File: src/time_stamp_regs.svh
// Constants of the network time stamp unit: timing counts and field widths.
// Assumes a 200 MHz module clock; included by its bare name.
`ifndef TIME_STAMP_REGS_SVH
`define TIME_STAMP_REGS_SVH

`define CLK_PERIOD_PS       5000
`define MICROSECOND_PS      1000000
`define CYCLES_PER_US       (`MICROSECOND_PS / `CLK_PERIOD_PS)
`define NET_SOC_DELAY_US    20
`define MIN_BUS_CYCLE_US    200
`define TIME_WIDTH          32

`endif

File: src/time_stamp_pkg.sv
// Types of the network time stamp unit.
// Assumes time_stamp_regs.svh supplies the numeric constants.
`include "time_stamp_regs.svh"
package time_stamp_pkg;
  typedef logic [`TIME_WIDTH-1:0] time_t;
  typedef enum logic [1:0] {
    SRC_NONE     = 2'b00,
    SRC_BACKPLANE = 2'b01,
    SRC_NETWORK  = 2'b10
  } time_source_t;
  typedef enum logic [1:0] {
    MEAS_IDLE    = 2'b00,
    MEAS_RUNNING = 2'b01,
    MEAS_DONE    = 2'b10
  } meas_state_t;
endpackage

File: src/time_base_if.sv
// Interface carrying the corrected time between the time stamp modules.
// Assumes one clock domain shared by all users.
`timescale 1ns/1ps
interface time_base_if;
  time_stamp_pkg::time_t now;
  logic                  valid;
  modport source (output now, output valid);
  modport sink   (input now, input valid);
endinterface

File: src/edge_capture.sv
// Captures corrected times of rising and optional falling edges of one input.
// Assumes the input is synchronous to clk and the time base is corrected.
`timescale 1ns/1ps
module edge_capture (
  input  wire logic          clk,
  input  wire logic          reset,
  time_base_if.sink          tb,
  input  wire logic          sig_in,
  input  wire logic          falling_enable,
  output logic               event_pulse,
  output time_stamp_pkg::time_t rise_time,
  output time_stamp_pkg::time_t fall_time,
  output time_stamp_pkg::time_t interval
);
  logic                  prev;
  logic                  next_prev;
  logic                  rose;
  logic                  fell;
  time_stamp_pkg::time_t last_time;
  time_stamp_pkg::time_t next_last_time;
  time_stamp_pkg::time_t next_rise_time;
  time_stamp_pkg::time_t next_fall_time;
  time_stamp_pkg::time_t next_interval;

  always_comb begin
    next_prev      = sig_in;
    rose           = tb.valid && sig_in && !prev;
    fell           = tb.valid && !sig_in && prev && falling_enable;
    next_rise_time = rise_time;
    next_fall_time = fall_time;
    next_interval  = interval;
    next_last_time = last_time;
    if (rose || fell) begin
      next_interval  = tb.now - last_time;
      next_last_time = tb.now;
    end
    if (rose) begin
      next_rise_time = tb.now;
    end
    if (fell) begin
      next_fall_time = tb.now;
    end
  end

  always_ff @(posedge clk or posedge reset) begin
    if (reset) begin
      prev        <= 1'b0;
      rise_time   <= 32'h0000_0000;
      fall_time   <= 32'h0000_0000;
      interval    <= 32'h0000_0000;
      last_time   <= 32'h0000_0000;
      event_pulse <= 1'b0;
    end else begin
      prev        <= next_prev;
      rise_time   <= next_rise_time;
      fall_time   <= next_fall_time;
      interval    <= next_interval;
      last_time   <= next_last_time;
      event_pulse <= rose || fell;
    end
  end
endmodule

File: src/edge_scheduler.sv
// Drives an output level change when the corrected time reaches a commanded time.
// Assumes commands lie in the future by at least one bus cycle.
`timescale 1ns/1ps
`include "time_stamp_regs.svh"
module edge_scheduler (
  input  wire logic          clk,
  input  wire logic          reset,
  time_base_if.sink          tb,
  input  wire logic          cmd_valid,
  input  wire logic          cmd_level,
  input  time_stamp_pkg::time_t cmd_time,
  output logic               cmd_ready,
  output logic               out_level,
  output logic               fired
);
  logic                  pending;
  logic                  next_pending;
  logic                  level_req;
  logic                  next_level_req;
  time_stamp_pkg::time_t due;
  time_stamp_pkg::time_t next_due;
  logic                  next_out_level;
  logic                  hit;
  time_stamp_pkg::time_t diff;

  assign cmd_ready = !pending;

  always_comb begin
    diff           = tb.now - due;
    hit            = pending && tb.valid && !diff[`TIME_WIDTH-1];
    next_pending   = pending;
    next_level_req = level_req;
    next_due       = due;
    next_out_level = out_level;
    if (hit) begin
      next_out_level = level_req;
      next_pending   = 1'b0;
    end
    if (cmd_valid && cmd_ready) begin
      next_pending   = 1'b1;
      next_level_req = cmd_level;
      next_due       = cmd_time;
    end
  end

  always_ff @(posedge clk or posedge reset) begin
    if (reset) begin
      pending   <= 1'b0;
      level_req <= 1'b0;
      due       <= 32'h0000_0000;
      out_level <= 1'b0;
      fired     <= 1'b0;
    end else begin
      pending   <= next_pending;
      level_req <= next_level_req;
      due       <= next_due;
      out_level <= next_out_level;
      fired     <= hit;
    end
  end
endmodule

File: src/network_time_stamp_unit.sv
// Network time stamp unit: local microsecond counter aligned to system time.
// Assumes cycle_start pulses once per bus cycle with master time on sys_time.
// What this block does
// - 32-bit microsecond counter wrapping freely
// - Initialise time from system time at startup
// - Latch controller time each system tick
// - Backplane reference point at cycle midpoint
// - Network reference is system minus cycle plus 20us
// - Store offset master time minus internal counter
// - Event time is counter plus stored offset
// - Capture network time at timestamp event
// - Timestamp rising, optional falling edges, interval
// - Drive output edges at commanded times
// - Capture measurement start and end times
`timescale 1ns/1ps
`include "time_stamp_regs.svh"
module network_time_stamp_unit #(
  parameter int CYCLES_PER_US = `CYCLES_PER_US,
  parameter int SOC_DELAY_US  = `NET_SOC_DELAY_US
) (
  input  wire logic          clk,
  input  wire logic          reset,
  input  wire logic          startup,
  input  wire logic          cycle_start,
  input  time_stamp_pkg::time_source_t source,
  input  time_stamp_pkg::time_t sys_time,
  input  time_stamp_pkg::time_t bus_cycle_us,
  input  wire logic          sys_tick,
  input  wire logic          in_sig,
  input  wire logic          in_falling_enable,
  input  wire logic          out_cmd_valid,
  input  wire logic          out_cmd_level,
  input  time_stamp_pkg::time_t out_cmd_time,
  input  wire logic          meas_start,
  input  wire logic          meas_end,
  output logic               out_cmd_ready,
  output logic               out_sig,
  output logic               out_fired,
  output logic               in_event,
  output time_stamp_pkg::time_t in_rise_time,
  output time_stamp_pkg::time_t in_fall_time,
  output time_stamp_pkg::time_t in_interval,
  output time_stamp_pkg::time_t meas_start_time,
  output time_stamp_pkg::time_t meas_end_time,
  output logic               meas_done,
  output time_stamp_pkg::time_t latched_time,
  output time_stamp_pkg::time_t corrected_time,
  output logic               synced,
  output logic               cycle_short
);
  localparam int PRESC_W = $clog2(CYCLES_PER_US);

  time_base_if tb ();

  logic [PRESC_W-1:0]           presc;
  logic [PRESC_W-1:0]           next_presc;
  time_stamp_pkg::time_t        counter;
  time_stamp_pkg::time_t        next_counter;
  time_stamp_pkg::time_t        offset;
  time_stamp_pkg::time_t        next_offset;
  time_stamp_pkg::time_t        ref_time;
  time_stamp_pkg::time_t        next_latched_time;
  time_stamp_pkg::time_t        next_meas_start_time;
  time_stamp_pkg::time_t        next_meas_end_time;
  time_stamp_pkg::meas_state_t  meas_state;
  time_stamp_pkg::meas_state_t  next_meas_state;
  time_stamp_pkg::time_t        last_cycle;
  time_stamp_pkg::time_t        next_last_cycle;
  logic                         next_synced;
  logic                         next_cycle_short;
  logic                         us_tick;

  // Modular time difference
  function automatic time_stamp_pkg::time_t tdiff(input time_stamp_pkg::time_t a,
                                                  input time_stamp_pkg::time_t b);
    tdiff = a - b;
  endfunction

  // Reference point of the incoming master time
  always_comb begin
    case (source)
      time_stamp_pkg::SRC_BACKPLANE: ref_time = tdiff(sys_time, {1'b0, bus_cycle_us[31:1]});
      time_stamp_pkg::SRC_NETWORK:   ref_time = tdiff(sys_time, bus_cycle_us) + 32'(SOC_DELAY_US);
      default:                       ref_time = sys_time;
    endcase
  end

  // Time base and offset
  always_comb begin
    us_tick      = (presc == PRESC_W'(CYCLES_PER_US - 1));
    next_presc   = us_tick ? '0 : presc + 1'b1;
    next_counter = us_tick ? counter + 32'h0000_0001 : counter;
    next_offset  = offset;
    next_synced  = synced;
    next_last_cycle  = last_cycle;
    next_cycle_short = cycle_short;
    if (startup) begin
      next_offset     = tdiff(ref_time, counter);
      next_synced     = 1'b1;
      next_last_cycle = counter;
    end else if (cycle_start) begin
      next_offset      = tdiff(ref_time, counter);
      next_synced      = 1'b1;
      next_last_cycle  = counter;
      next_cycle_short = synced && (tdiff(counter, last_cycle) < 32'(`MIN_BUS_CYCLE_US));
    end
  end

  assign tb.now   = counter + offset;
  assign tb.valid = synced;

  // Latches, measurement capture
  always_comb begin
    next_latched_time    = sys_tick ? tb.now : latched_time;
    next_meas_state      = meas_state;
    next_meas_start_time = meas_start_time;
    next_meas_end_time   = meas_end_time;
    case (meas_state)
      time_stamp_pkg::MEAS_IDLE, time_stamp_pkg::MEAS_DONE: begin
        if (meas_start) begin
          next_meas_start_time = tb.now;
          next_meas_state      = time_stamp_pkg::MEAS_RUNNING;
        end
      end
      time_stamp_pkg::MEAS_RUNNING: begin
        if (meas_end) begin
          next_meas_end_time = tb.now;
          next_meas_state    = time_stamp_pkg::MEAS_DONE;
        end
      end
      default: next_meas_state = time_stamp_pkg::MEAS_IDLE;
    endcase
  end

  always_ff @(posedge clk or posedge reset) begin
    if (reset) begin
      presc           <= '0;
      counter         <= 32'h0000_0000;
      offset          <= 32'h0000_0000;
      synced          <= 1'b0;
      last_cycle      <= 32'h0000_0000;
      cycle_short     <= 1'b0;
      latched_time    <= 32'h0000_0000;
      corrected_time  <= 32'h0000_0000;
      meas_state      <= time_stamp_pkg::MEAS_IDLE;
      meas_start_time <= 32'h0000_0000;
      meas_end_time   <= 32'h0000_0000;
    end else begin
      presc           <= next_presc;
      counter         <= next_counter;
      offset          <= next_offset;
      synced          <= next_synced;
      last_cycle      <= next_last_cycle;
      cycle_short     <= next_cycle_short;
      latched_time    <= next_latched_time;
      corrected_time  <= tb.now;
      meas_state      <= next_meas_state;
      meas_start_time <= next_meas_start_time;
      meas_end_time   <= next_meas_end_time;
    end
  end

  assign meas_done = (meas_state == time_stamp_pkg::MEAS_DONE);

  edge_capture u_capture (
    .clk            (clk),
    .reset          (reset),
    .tb             (tb.sink),
    .sig_in         (in_sig),
    .falling_enable (in_falling_enable),
    .event_pulse    (in_event),
    .rise_time      (in_rise_time),
    .fall_time      (in_fall_time),
    .interval       (in_interval)
  );

  edge_scheduler u_sched (
    .clk       (clk),
    .reset     (reset),
    .tb        (tb.sink),
    .cmd_valid (out_cmd_valid),
    .cmd_level (out_cmd_level),
    .cmd_time  (out_cmd_time),
    .cmd_ready (out_cmd_ready),
    .out_level (out_sig),
    .fired     (out_fired)
  );
endmodule

File: config.mk
export PLATFORM = sky130hd
export DESIGN_NAME = network_time_stamp_unit
export DESIGN_NICKNAME = d
export VERILOG_FILES = /design/src/time_stamp_pkg.sv /design/src/time_base_if.sv /design/src/edge_capture.sv /design/src/edge_scheduler.sv /design/src/network_time_stamp_unit.sv
export VERILOG_INCLUDE_DIRS = /design/src
export SDC_FILE = /design/constraint.sdc
export NUM_CORES = 1
export LEC_CHECK = 0
export BUFFER_PORTS_ARGS = -buffer_cell sky130_fd_sc_hd__buf_2
export CAP_MARGIN = 20
export CELL_PAD_IN_SITES_DETAIL_PLACEMENT = 1
export CELL_PAD_IN_SITES_GLOBAL_PLACEMENT = 1
export CORE_ASPECT_RATIO = 1.2
export CORE_UTILIZATION = 30
export DETAILED_ROUTE_END_ITERATION = 8
export MAX_ROUTING_LAYER = met4
export PLACE_DENSITY = 0.58
export SKIP_LAST_GASP = 1
export SLEW_MARGIN = 5
export SYNTH_ARGS = -nofsm -noshare
export SYNTH_HDL_FRONTEND = slang
export SYNTH_SLANG_ARGS = --single-unit
File: constraint.sdc
create_clock -name clk -period 16.9 [get_ports clk]
set_clock_uncertainty 0.2 [all_clocks]
set_input_delay 2.535 -clock clk [delete_from_list [all_inputs] [get_ports clk]]
set_output_delay 2.535 -clock clk [all_outputs]
set_load 0.01 [all_outputs]
# After elaboration in Yosys (flattened, before gate mapping)
# Index checks and enable logic that the tools add are counted.
dict set report totals {
  regBits 402
  inputBits 109
  output_inout_bits 231
  wordCells 76
}
dict set report op_classes {
  add_sub_neg 10
  magnitude_cmp 1
  eq_ne 7
  mux 13
  n_bitwise 1
  n_reduce_logical 22
}
# operator n
set op_table {}
lappend op_table {{$sub A32 B32 Y32} 5}
lappend op_table {{$mux W32} 4}
lappend op_table {{$pmux W32 S2} 1}
lappend op_table {{$add A32 B1 Y32 const B} 1}
lappend op_table {{$add A32 B32 Y32} 1}
lappend op_table {{$add A32 B5 Y32 const B} 1}
lappend op_table {{$lt A32 B8 Y1 const B} 1}
lappend op_table {{$sub A32 B31 Y32} 1}
lappend op_table {{$logic_and A1 B1 Y1} 9}
lappend op_table {{$add A8 B1 Y8 const B} 1}
lappend op_table {{$eq A8 B8 Y1 const B} 1}
lappend op_table {{$mux W8} 1}
lappend op_table {{$reduce_and A2 Y1} 4}
lappend op_table {{$eq A2 B1 Y1 const B} 2}
lappend op_table {{$eq A2 B2 Y1 const B} 2}
lappend op_table {{$logic_not A1 Y1} 4}
lappend op_table {{$mux W1} 4}
lappend op_table {{$mux W2} 2}
lappend op_table {{$ne A2 B2 Y1 const B} 2}
lappend op_table {{$pmux W2 S2} 1}
lappend op_table {{$reduce_bool A2 Y1} 2}
lappend op_table {{$logic_not A2 Y1} 1}
lappend op_table {{$reduce_or A2 Y1} 1}
lappend op_table {{$logic_or A1 B1 Y1} 1}
lappend op_table {{$not A1 Y1} 1}

# Logic depth before layout (Yosys ltp)
# Gate-level depths: netlist (run 1).
dict set report logic_depth {
  ltp_word 6
  ltp_mapped 27
  ltp_nobuf 27
}

# By module
# A second synthesis (run 1) with hierarchy kept.
dict set report hier_totals {
  hier_cells 2787
  hier_area_um2 25730.9
}
# module n_inst cells_per_inst area_each_um2 seq_area_each_um2
set by_module_without_submodules {}
lappend by_module_without_submodules {network_time_stamp_unit 1 1898 16922.5 5905.7}
lappend by_module_without_submodules {edge_capture 1 659 6717.7 3253.1}
lappend by_module_without_submodules {edge_scheduler 1 230 2090.8 900.9}

# Worst setup path before layout (run 1)
# Ideal clock, no wire load.
dict set report synth_path {
  kind {input port to flip-flop}
  startpoint {input sys_time[2]}
  endpoint {register offset[29]}
  setup_ns 0.129
  t_arrival_ns 7.179
  required_time_ns 16.571
  slack_ns 9.392
  cell_stages 27
  path_buffers 0
  path_cell_list {inv_1 ha_1 inv_1 ha_1 a21o_1 a21o_1 a2111o_1 nand2_1 o21ai_1 a21o_1 a21oi_1 o21ai_1 a21oi_1 xor2_1 o221ai_1 ha_1 a21o_1 a21o_1 a21oi_1 o221ai_1 a211oi_1 nor3_1 o31ai_1 nand2b_1 a21oi_1 xor2_1 o21ai_1}
}
dict set report synth_via {
  elab_chain_cells 6
  elab_cells_between_ends 7
  classes_between {4 x add/sub; 3 x mux}
}
# item line_no
set synth_lines {}
lappend synth_lines {{from (decl)} network_time_stamp_unit.sv:26} ;# input time_stamp_pkg::time_t sys_time,
lappend synth_lines {{$sub A32 B32 Y32} network_time_stamp_unit.sv:76} ;# tdiff = a - b;
lappend synth_lines {{$add A32 B5 Y32} network_time_stamp_unit.sv:83} ;# time_stamp_pkg::SRC_NETWORK: ref_time = tdiff(sys_time, bus_cycle_us) + 32'(SOC_DELAY_US);
lappend synth_lines {{$pmux W32 S2 (*)} network_time_stamp_unit.sv:81} ;# case (source)
lappend synth_lines {{$sub A32 B32 Y32 (*)} network_time_stamp_unit.sv:76}
lappend synth_lines {{$mux W32} network_time_stamp_unit.sv:101} ;# end else if (cycle_start) begin
lappend synth_lines {{$mux W32 (*)} network_time_stamp_unit.sv:97} ;# if (startup) begin
lappend synth_lines {{to (signal assigned)} network_time_stamp_unit.sv:151} ;# offset <= next_offset;
lappend synth_lines {{to (decl)} network_time_stamp_unit.sv:59} ;# time_stamp_pkg::time_t offset;
# Mark *: on every way between the ends. The rest lies on a longest branch, timed or not. The select of a mux whose other input is x is not followed.
# A chain may end at the register's enable or synchronous reset.

# Final worst setup path (run 1)
dict set report layout_path {
  startpoint {input sys_time[0]}
  endpoint {register offset[29]}
}
# Same word-level chain as after synthesis.

==> results of run 1 <==
-- area by class of cell --
class	instances	area [um2]
fillers	9897	53810
multi-input cells	2118	14150
flip-flops and latches	402	10060
repair buffers	367	1927
well taps	1121	1403
clock buffers	53	1164
inverters	258	975.9
clock inverters	22	247.7
diodes	4	10.01
-- layout by cell type, fill, tap and decap left out, types with 11 or more instances in the layout --
cell	n
sky130_fd_sc_hd__buf_2	339
sky130_fd_sc_hd__o21ai_1	45
sky130_fd_sc_hd__nand4_1	28
sky130_fd_sc_hd__and3_1	23
sky130_fd_sc_hd__a21o_1	89
sky130_fd_sc_hd__o21a_1	27
sky130_fd_sc_hd__clkbuf_16	43
sky130_fd_sc_hd__a21oi_1	188
sky130_fd_sc_hd__nand3_1	56
sky130_fd_sc_hd__clkinv_2	11
sky130_fd_sc_hd__inv_1	251
sky130_fd_sc_hd__ha_1	248
sky130_fd_sc_hd__nand2b_1	35
sky130_fd_sc_hd__o21bai_1	27
sky130_fd_sc_hd__nor3_1	40
sky130_fd_sc_hd__o21ai_0	328
sky130_fd_sc_hd__nor2_1	125
sky130_fd_sc_hd__mux2_2	31
sky130_fd_sc_hd__a211oi_1	19
sky130_fd_sc_hd__o31ai_1	12
sky130_fd_sc_hd__xor2_1	73
sky130_fd_sc_hd__xnor2_1	107
sky130_fd_sc_hd__mux2i_1	11
sky130_fd_sc_hd__a31oi_1	17
sky130_fd_sc_hd__buf_4	27
sky130_fd_sc_hd__nor2b_1	23
sky130_fd_sc_hd__a22oi_1	15
sky130_fd_sc_hd__dfrtp_1	402
sky130_fd_sc_hd__nand2_1	375
-- worst max-delay path: cells and delay by family --
family / cells / cell delay (ns)
simple gates: 3 / 0.36
fa+ha+maj: 3 / 0.95
buf+inv: 3 / 0.23
compound gates: 17 / 3.66
xor+xnor: 2 / 0.35
-- per-layer routing --
layer	GRT usage [%]	vias to the layer above	wire length, um
met1	23.51	10440	36470
met4	6.527	0	2605
li1	-	10640	-
met2	33.65	378	40160
met3	2.534	122	3090
met5	-	-	0
-- worst paths after layout --
| check | from | end | slack, ns | cells past startpoint |
|---|---|---|---|---|
| worst max-delay path | sys_time[0] | offset[29]$_DFFE_PP0P_ | 9.03 | 28 |
| worst min-delay path | presc[0]$_DFF_PP0_ | presc[0]$_DFF_PP0_ | 0.26 | 1 |
| worst max register to register | counter[0]$_DFFE_PP0N_ | u_capture.interval[31]$_DFFE_PP0P_ | 10.04 | 25 |
| worst min register to register | presc[0]$_DFF_PP0_ | presc[0]$_DFF_PP0_ | 0.26 | 1 |
| max in group asynchronous | reset | u_capture.fall_time[27]$_DFFE_PP0P_ | 11.78 | 6 |
| min in group asynchronous | reset | meas_start_time[3]$_DFFE_PP0P_ | 1.93 | 2 |
-- per-stage QoR --
| stage | setup slack (ns) | cells |
|---|---|---|
| finish | 9.030 | 4345 |
| global route | 8.574 | 4345 |
| CTS | 9.011 | 4340 |
| detailed placement | 8.398 | 4265 |
| global placement | 8.462 | 4265 |
| floorplan | 2.984 | 2870 |
-- kinds of logic (layout without fill, tap and decap cells) --
group           after synthesis  after routing  share of synthesized area, %
compound gates              870            870                         20.78
xor+xnor                    181            181                         6.289
fa+ha+maj                   254            254                         12.61
buf+inv                     350            700                         5.180
flops                       402            402                         39.44
mux                          45             45                         1.962
other cells                   0              4                             0
simple gates                768            768                         13.75
-- power groups by stage --
stage | Sequential, mW | Combinational [mW] | Clock [mW]
6_report | 1.43 | 1.81 | 0.960
5_1_grt | 1.47 | 2.04 | 1.02
4_1_cts | 1.44 | 1.85 | 0.999
3_5_place_dp | 1.46 | 1.84 | 0
3_3_place_gp | 1.44 | 1.79 | 0
2_1_floorplan | 1.51 | 1.05 | 0
==> results.txt, run 1 <==
* Netlist Area Pre-Place: 25,510 um2
* Layout cells sized above 1: 15.96%
- Part of the total power dissipated in combinational logic: 43.1%
* Highest-delay cell along the critical path: sky130_fd_sc_hd__a211oi_1
- With fillers left out, the area of the finished cells amounts to 29,930 um2.
* Global router's overall resource usage: 19.60%
- Critical setup path kind: input pin to flip-flop
* Residual antenna-violating net count after detailed routing: 0
- Synth top area share: 39.44%
* Gpl congestion: 0.8470
- Area of the core region: 83,750 um2
- Entering global routing, the biggest net connects 125 pins.
- IO Count: 340
- Row count: 116
- Number of H-tree levels: 2
* Type of the worst min-delay path: flip-flop to flip-flop
- After clock tree synthesis, the setup repair step added 0 buffers.
- After the last flow step, the layout net total stands at 3,552.
* Violation count after the first detailed-route iteration: 997
- The die covers 86,190 um2.
* Routed WL per cell: 18.95 um
* Leading area contributor after synthesis: sky130_fd_sc_hd__dfrtp_1
- Status: finished, final reports clean
- Averaged over all synthesized cells, the footprint is 8.887 um2.
- Root buffer cell: sky130_fd_sc_hd__clkbuf_16
- In this run the vertical extent of the chip is 321.4 um.
* Final setup vio count: 0
* Portion of the clock cycle consumed by the worst path in the final layout: 46.57%
- Worst Path Arrival: 8.09 ns
- Wires add up to 82,330 um.
- Among all cell types in the netlist, the one instantiated most often is sky130_fd_sc_hd__dfrtp_1.
- Detailed routing inserted a total of 21,590 vias.
* Pint: 2.526 mW
- After technology mapping, the gate count stands at 2,870.
- The share of total power dissipated in sequential elements is 34.1%.
- From left edge to right edge, the die measures 268.2 um.
- For this run, the detailed router's first-pass iteration total came to 4.
* Via density: 4.968
- Clock tree synthesis inserted a total of 42 buffers.
* Via count of the first global-routing pass: 23,050
- The worst setup path is launched from an input pin.
- For the worst-skew pair, the clock arrives at the later sink with an insertion delay of 0.58 ns.
* Buffer levels on the longest clock path: 3
- Final global-route overflow total: 0
- Of all flip-flops after synthesis, the portion carrying an async set or reset was 100.0%.
- Setup repair after global routing left no endpoint under its margin.
- Switch share: 39.95%
- Proportion of synthesized chip area in sequential cells: 39.44%
* Post-synthesis register bit count: 402
- Share of the core filled with cells: 35.74%
- CTS tree: done
- Area growth from synthesis to layout: 17.36%
- VDD IR-drop max: 0.00007661 V
- Post-synthesis net count: 3,233
- Clock slew at the register clock pins of the worst setup and hold paths: 0.06 ns
* Number of maximum-capacitance constraint violations: 0
* Cell variety after synth: 95
- IO Port Bufs: 339
- Endpoint type of the worst setup path: flip-flop
- The first global-routing pass estimated 129,100 um of wire.
- Overall Power: 4.207 mW
* CTS Hold Bufs: 0
- Data on the critical path is required at its endpoint by 17.12 ns.
- Yosys attributes the largest share of cell area to sky130_fd_sc_hd__dfrtp_1, sky130_fd_sc_hd__ha_1, sky130_fd_sc_hd__o21ai_0, sky130_fd_sc_hd__nand2_1, sky130_fd_sc_hd__inv_1.
* Initial antenna violation count: 5
* Pwr/cell area: 140.6 nW/um2
* Setup TNS: 0 ns
- Summed over all cells, the static leakage comes to 14.58 nW.
- In this run the tightest slew margin relative to its limit is 27.51%.
- Top FF cell, synth: sky130_fd_sc_hd__dfrtp_1
* Yosys warning total: 0
* Maximum achievable frequency: 127.1 MHz
* Switching pwr: 1.681 mW
- Once detailed placement completed, the half-perimeter wirelength came to 65,530 um.
- Number of gates resized after CTS: 0
- In this run the worst path has a maximum fanout of 6.
- Initial cell density of the core: 30.46%
* Fin. Hold Viols: 0
* Worst hold slack: 0.2637 ns
- Per report_power, the clock group accounts for 22.8% of the total.
- The clock drives 402 sinks.
- Final Max Slew Viols: 0
- Maximum cell stage delay along the critical path: 0.44 ns
- In this run the cell area measured after placement is 28,480 um2.
- DRC errors left: 0
- Sorting the synthesized cells by how often they occur yields sky130_fd_sc_hd__dfrtp_1, sky130_fd_sc_hd__nand2_1, sky130_fd_sc_hd__o21ai_0.
- Count of flip-flops with a built-in enable after synthesis: 0
- For the pin with the worst max-slew slack, the measured transition is 1.087 ns.
- The worst path in the final design needs a cycle of 7.870 ns, including I/O delays and setup.
No activity file was read; power rests on OpenSTA's default activity.
==> run 2, diff against run 1 <==
Settings changed: PLACE_DENSITY 0.58 to 0.6.
Clock period 16.9 ns to 6.6 ns, I/O delays scaled along.
==> run 2 against run 1 <==
Effect of this change:
- routed wire length is 2.4% lower
- clock power grew to 2.6 times the previous value
- die area stayed put
- design area is 0.86% higher
- highest routed layer unchanged
==> results.txt, run 2 (synthesized netlist as in run 1, its figures left out) <==
- Detailed-routed wire length on met2: 38,620 um
- For this design, the CTS-stage hold fixing added 0 buffers.
* Worst hold slack: 0.2555 ns
- Switching pwr: 4.265 mW
* Min-Delay Startpoint: presc[0]$_DFF_PP0_
* Die span in y: 321.4 um
- The initial utilization of the core area, before any placement, comes to 30.46%.
- The path class of the tightest hold or removal check is flip-flop to flip-flop.
- The run finished with clean final reports.
- For this run, the top clock speed supported by timing is 166.0 MHz.
- After the last flow step, the layout net total stands at 3,582.
- Root buffer cell: sky130_fd_sc_hd__clkbuf_16
- Number of gates resized after CTS: 0
- Row count: 116
- Final Max Slew Viols: 0
- Gpl congestion: 0.8847
- The clock passes through at most 3 buffers.
- Summed over all layers, the global routing overflow is 0.
* Number of H-tree levels: 2
* HPWL reported at the end of detailed placement: 63,750 um
- Static leakage: 14.74 nW
- Detailed-route wire length on metal 1: 36,350 um
* Clock slew at the register clock pins of the worst setup and hold paths: 0.06 ns
- DRC errors left: 0
* Via count of the first global-routing pass: 22,360
* Area growth from synthesis to layout: 18.37%
- Setup violations remaining at the end of the flow were counted as 0.
- After detailed routing, the number of vias per cell comes to 4.911.
- Of all nets on the critical path, the largest fanout is 7.
* Violation count after the first detailed-route iteration: 885
* Via Count: 21,470
- The highest layer touched by signal routing is met4.
* Capture instance of the worst register-to-register path: u_capture.interval[31]$_DFFE_PP0P_
- Detailed routing placed a total of 3111 um of wire on met3.
* Commonest cells after routing, fill and taps aside: sky130_fd_sc_hd__dfrtp_1, sky130_fd_sc_hd__nand2_1, sky130_fd_sc_hd__buf_2
* Number of maximum-capacitance constraint violations: 0
- Latest clock arrival within the worst-skew pair: 0.60 ns
- During placement, the flow inserted port buffers numbering 339.
- Across all register-to-register paths, the minimum setup slack is 0.58 ns.
* Total clock buffers created by CTS: 42
* Req. time, crit path: 6.83 ns
- Of the total power, combinational logic draws 43.1%.
- Switch share: 39.43%
* Worst min-delay path endpoint: presc[0]$_DFF_PP0_
* First-pass GRT wire length: 126,600 um
- IO Count: 340
* Slew at the pin closest to its max-slew limit: 1.050 ns
* Die footprint: 86,190 um2
* Critical R2R Launch: counter[0]$_DFFE_PP0N_
* Critical setup path kind: flip-flop to flip-flop
* Horizontal die dimension: 268.2 um
* Most common cell after layout, fill and taps aside: sky130_fd_sc_hd__dfrtp_1
- The smallest clock period supported by the final layout is computed as 6.024 ns.
* Number of cells on the worst hold path: 1
- Residual antenna-violating net count after detailed routing: 0
- Routed WL per cell: 18.39 um
- In the global route stage, overall resource usage came out at 19.21%.
* Area of the core region: 83,750 um2
- Data arrives at the worst endpoint at 6.25 ns.
- Reg2Reg Depth: 21
* Wirelength, routed: 80,380 um
* CTS sink cnt: 402
- Power spread over the standard cell area amounts to 358.2 nW/um2.
* Portion of the clock cycle consumed by the worst path in the final layout: 91.28%
- Instance count after placement with tap cells included: 4,296
- After clock tree synthesis, the setup repair step added 0 buffers.
- The initial antenna violation count came to 3.
- The count of endpoints failing hold in the final timing report came to 0.
- Relative slew slack: 29.47%
* VDD IR-drop max: 0.0002130 V
- Sequential cells account for 33.8% of the total power.
- STA classifies the critical path endpoint as a flip-flop.
- The pre-antenna-repair detailed-routing pass consisted of 5 iterations.
- Unrepaired setup endpoints after global routing: no
* Pin count of the biggest net entering global routing: 157
- The clock network accounts for 23.1% of the total power.
- Cell area after layout: 30,190 um2
- In this run the cell area measured after placement is 28,760 um2.
- The internal power of the cells totals 6.551 mW.
- Non-filler instance count after layout: 4,371
* CTS tree: done
- STA classifies the critical path startpoint as a flip-flop.
* Layout cells sized above 1: 16.65%
-- run 2: worst max-delay path: stages (launching register included) --
cell                       delay [ns]
sky130_fd_sc_hd__dfrtp_1         0.49
sky130_fd_sc_hd__ha_1            0.25
sky130_fd_sc_hd__inv_1           0.06
sky130_fd_sc_hd__fa_1            0.41
sky130_fd_sc_hd__nor2b_1         0.13
sky130_fd_sc_hd__o21a_1          0.14
sky130_fd_sc_hd__o21ai_1         0.09
sky130_fd_sc_hd__a21oi_1         0.42
sky130_fd_sc_hd__xnor2_1         0.47
sky130_fd_sc_hd__inv_1           0.32
sky130_fd_sc_hd__ha_1            0.45
sky130_fd_sc_hd__a21oi_1         0.17
sky130_fd_sc_hd__o21ai_1         0.10
sky130_fd_sc_hd__or3_1           0.34
sky130_fd_sc_hd__o21ai_1         0.34
sky130_fd_sc_hd__o31ai_1         0.24
sky130_fd_sc_hd__a211oi_1        0.51
sky130_fd_sc_hd__o21ai_1         0.14
sky130_fd_sc_hd__a21oi_1         0.21
sky130_fd_sc_hd__xnor2_1         0.16
sky130_fd_sc_hd__xnor2_1         0.14
sky130_fd_sc_hd__o21ai_1         0.07
-- run 2: worst max-delay path by stage --
stage / start / end
after floorplan: reset / corrected_time[0]$_DFF_PP0_
after global placement: sys_time[0] / offset[29]$_DFFE_PP0P_
after detailed placement: sys_time[0] / offset[29]$_DFFE_PP0P_
after CTS: counter[0]$_DFFE_PP0N_ / u_sched.out_level$_DFFE_PP0P_
after global routing: counter[0]$_DFFE_PP0N_ / u_capture.interval[31]$_DFFE_PP0P_
final: counter[0]$_DFFE_PP0N_ / u_capture.interval[31]$_DFFE_PP0P_
-- run 2: area by class of cell --
class	count	area, um2
diodes	1	2.502
clock buffers	56	1174
clock inverters	18	256.5
fillers	9937	53550
inverters	258	972.2
multi-input cells	2118	14150
flip-flops and latches	402	10060
well taps	1121	1403
repair buffers	397	2177
-- run 2: power by group through the flow --
stage | sequential (mW) | combinational, mW | clock, mW
after floorplan | 3.88 | 2.69 | 0
after global placement | 3.69 | 4.65 | 0
after detailed placement | 3.71 | 4.73 | 0
after CTS | 3.66 | 4.75 | 2.60
after global routing | 3.75 | 5.26 | 2.67
final | 3.65 | 4.66 | 2.50
-- run 2: layer usage --
layer  GRT usage [%]  vias to the layer above
li1                -                    10700
met1           23.72                    10310
met2           32.52                      353
met3           2.442                      105
met4           5.727                        0
met5               -                        -
-- run 2: stage by stage --
stage	setup TNS, ns	setup WS, ns	util, %	power (mW)
floorplan	-1.503	-0.003740	-	6.564
global placement	0	0.1542	34.31	8.339
detailed placement	0	0.07341	34.34	8.437
CTS	0	0.5666	36.05	11.01
global route	0	0.1173	36.05	11.68
finish	0	0.5758	36.05	10.82
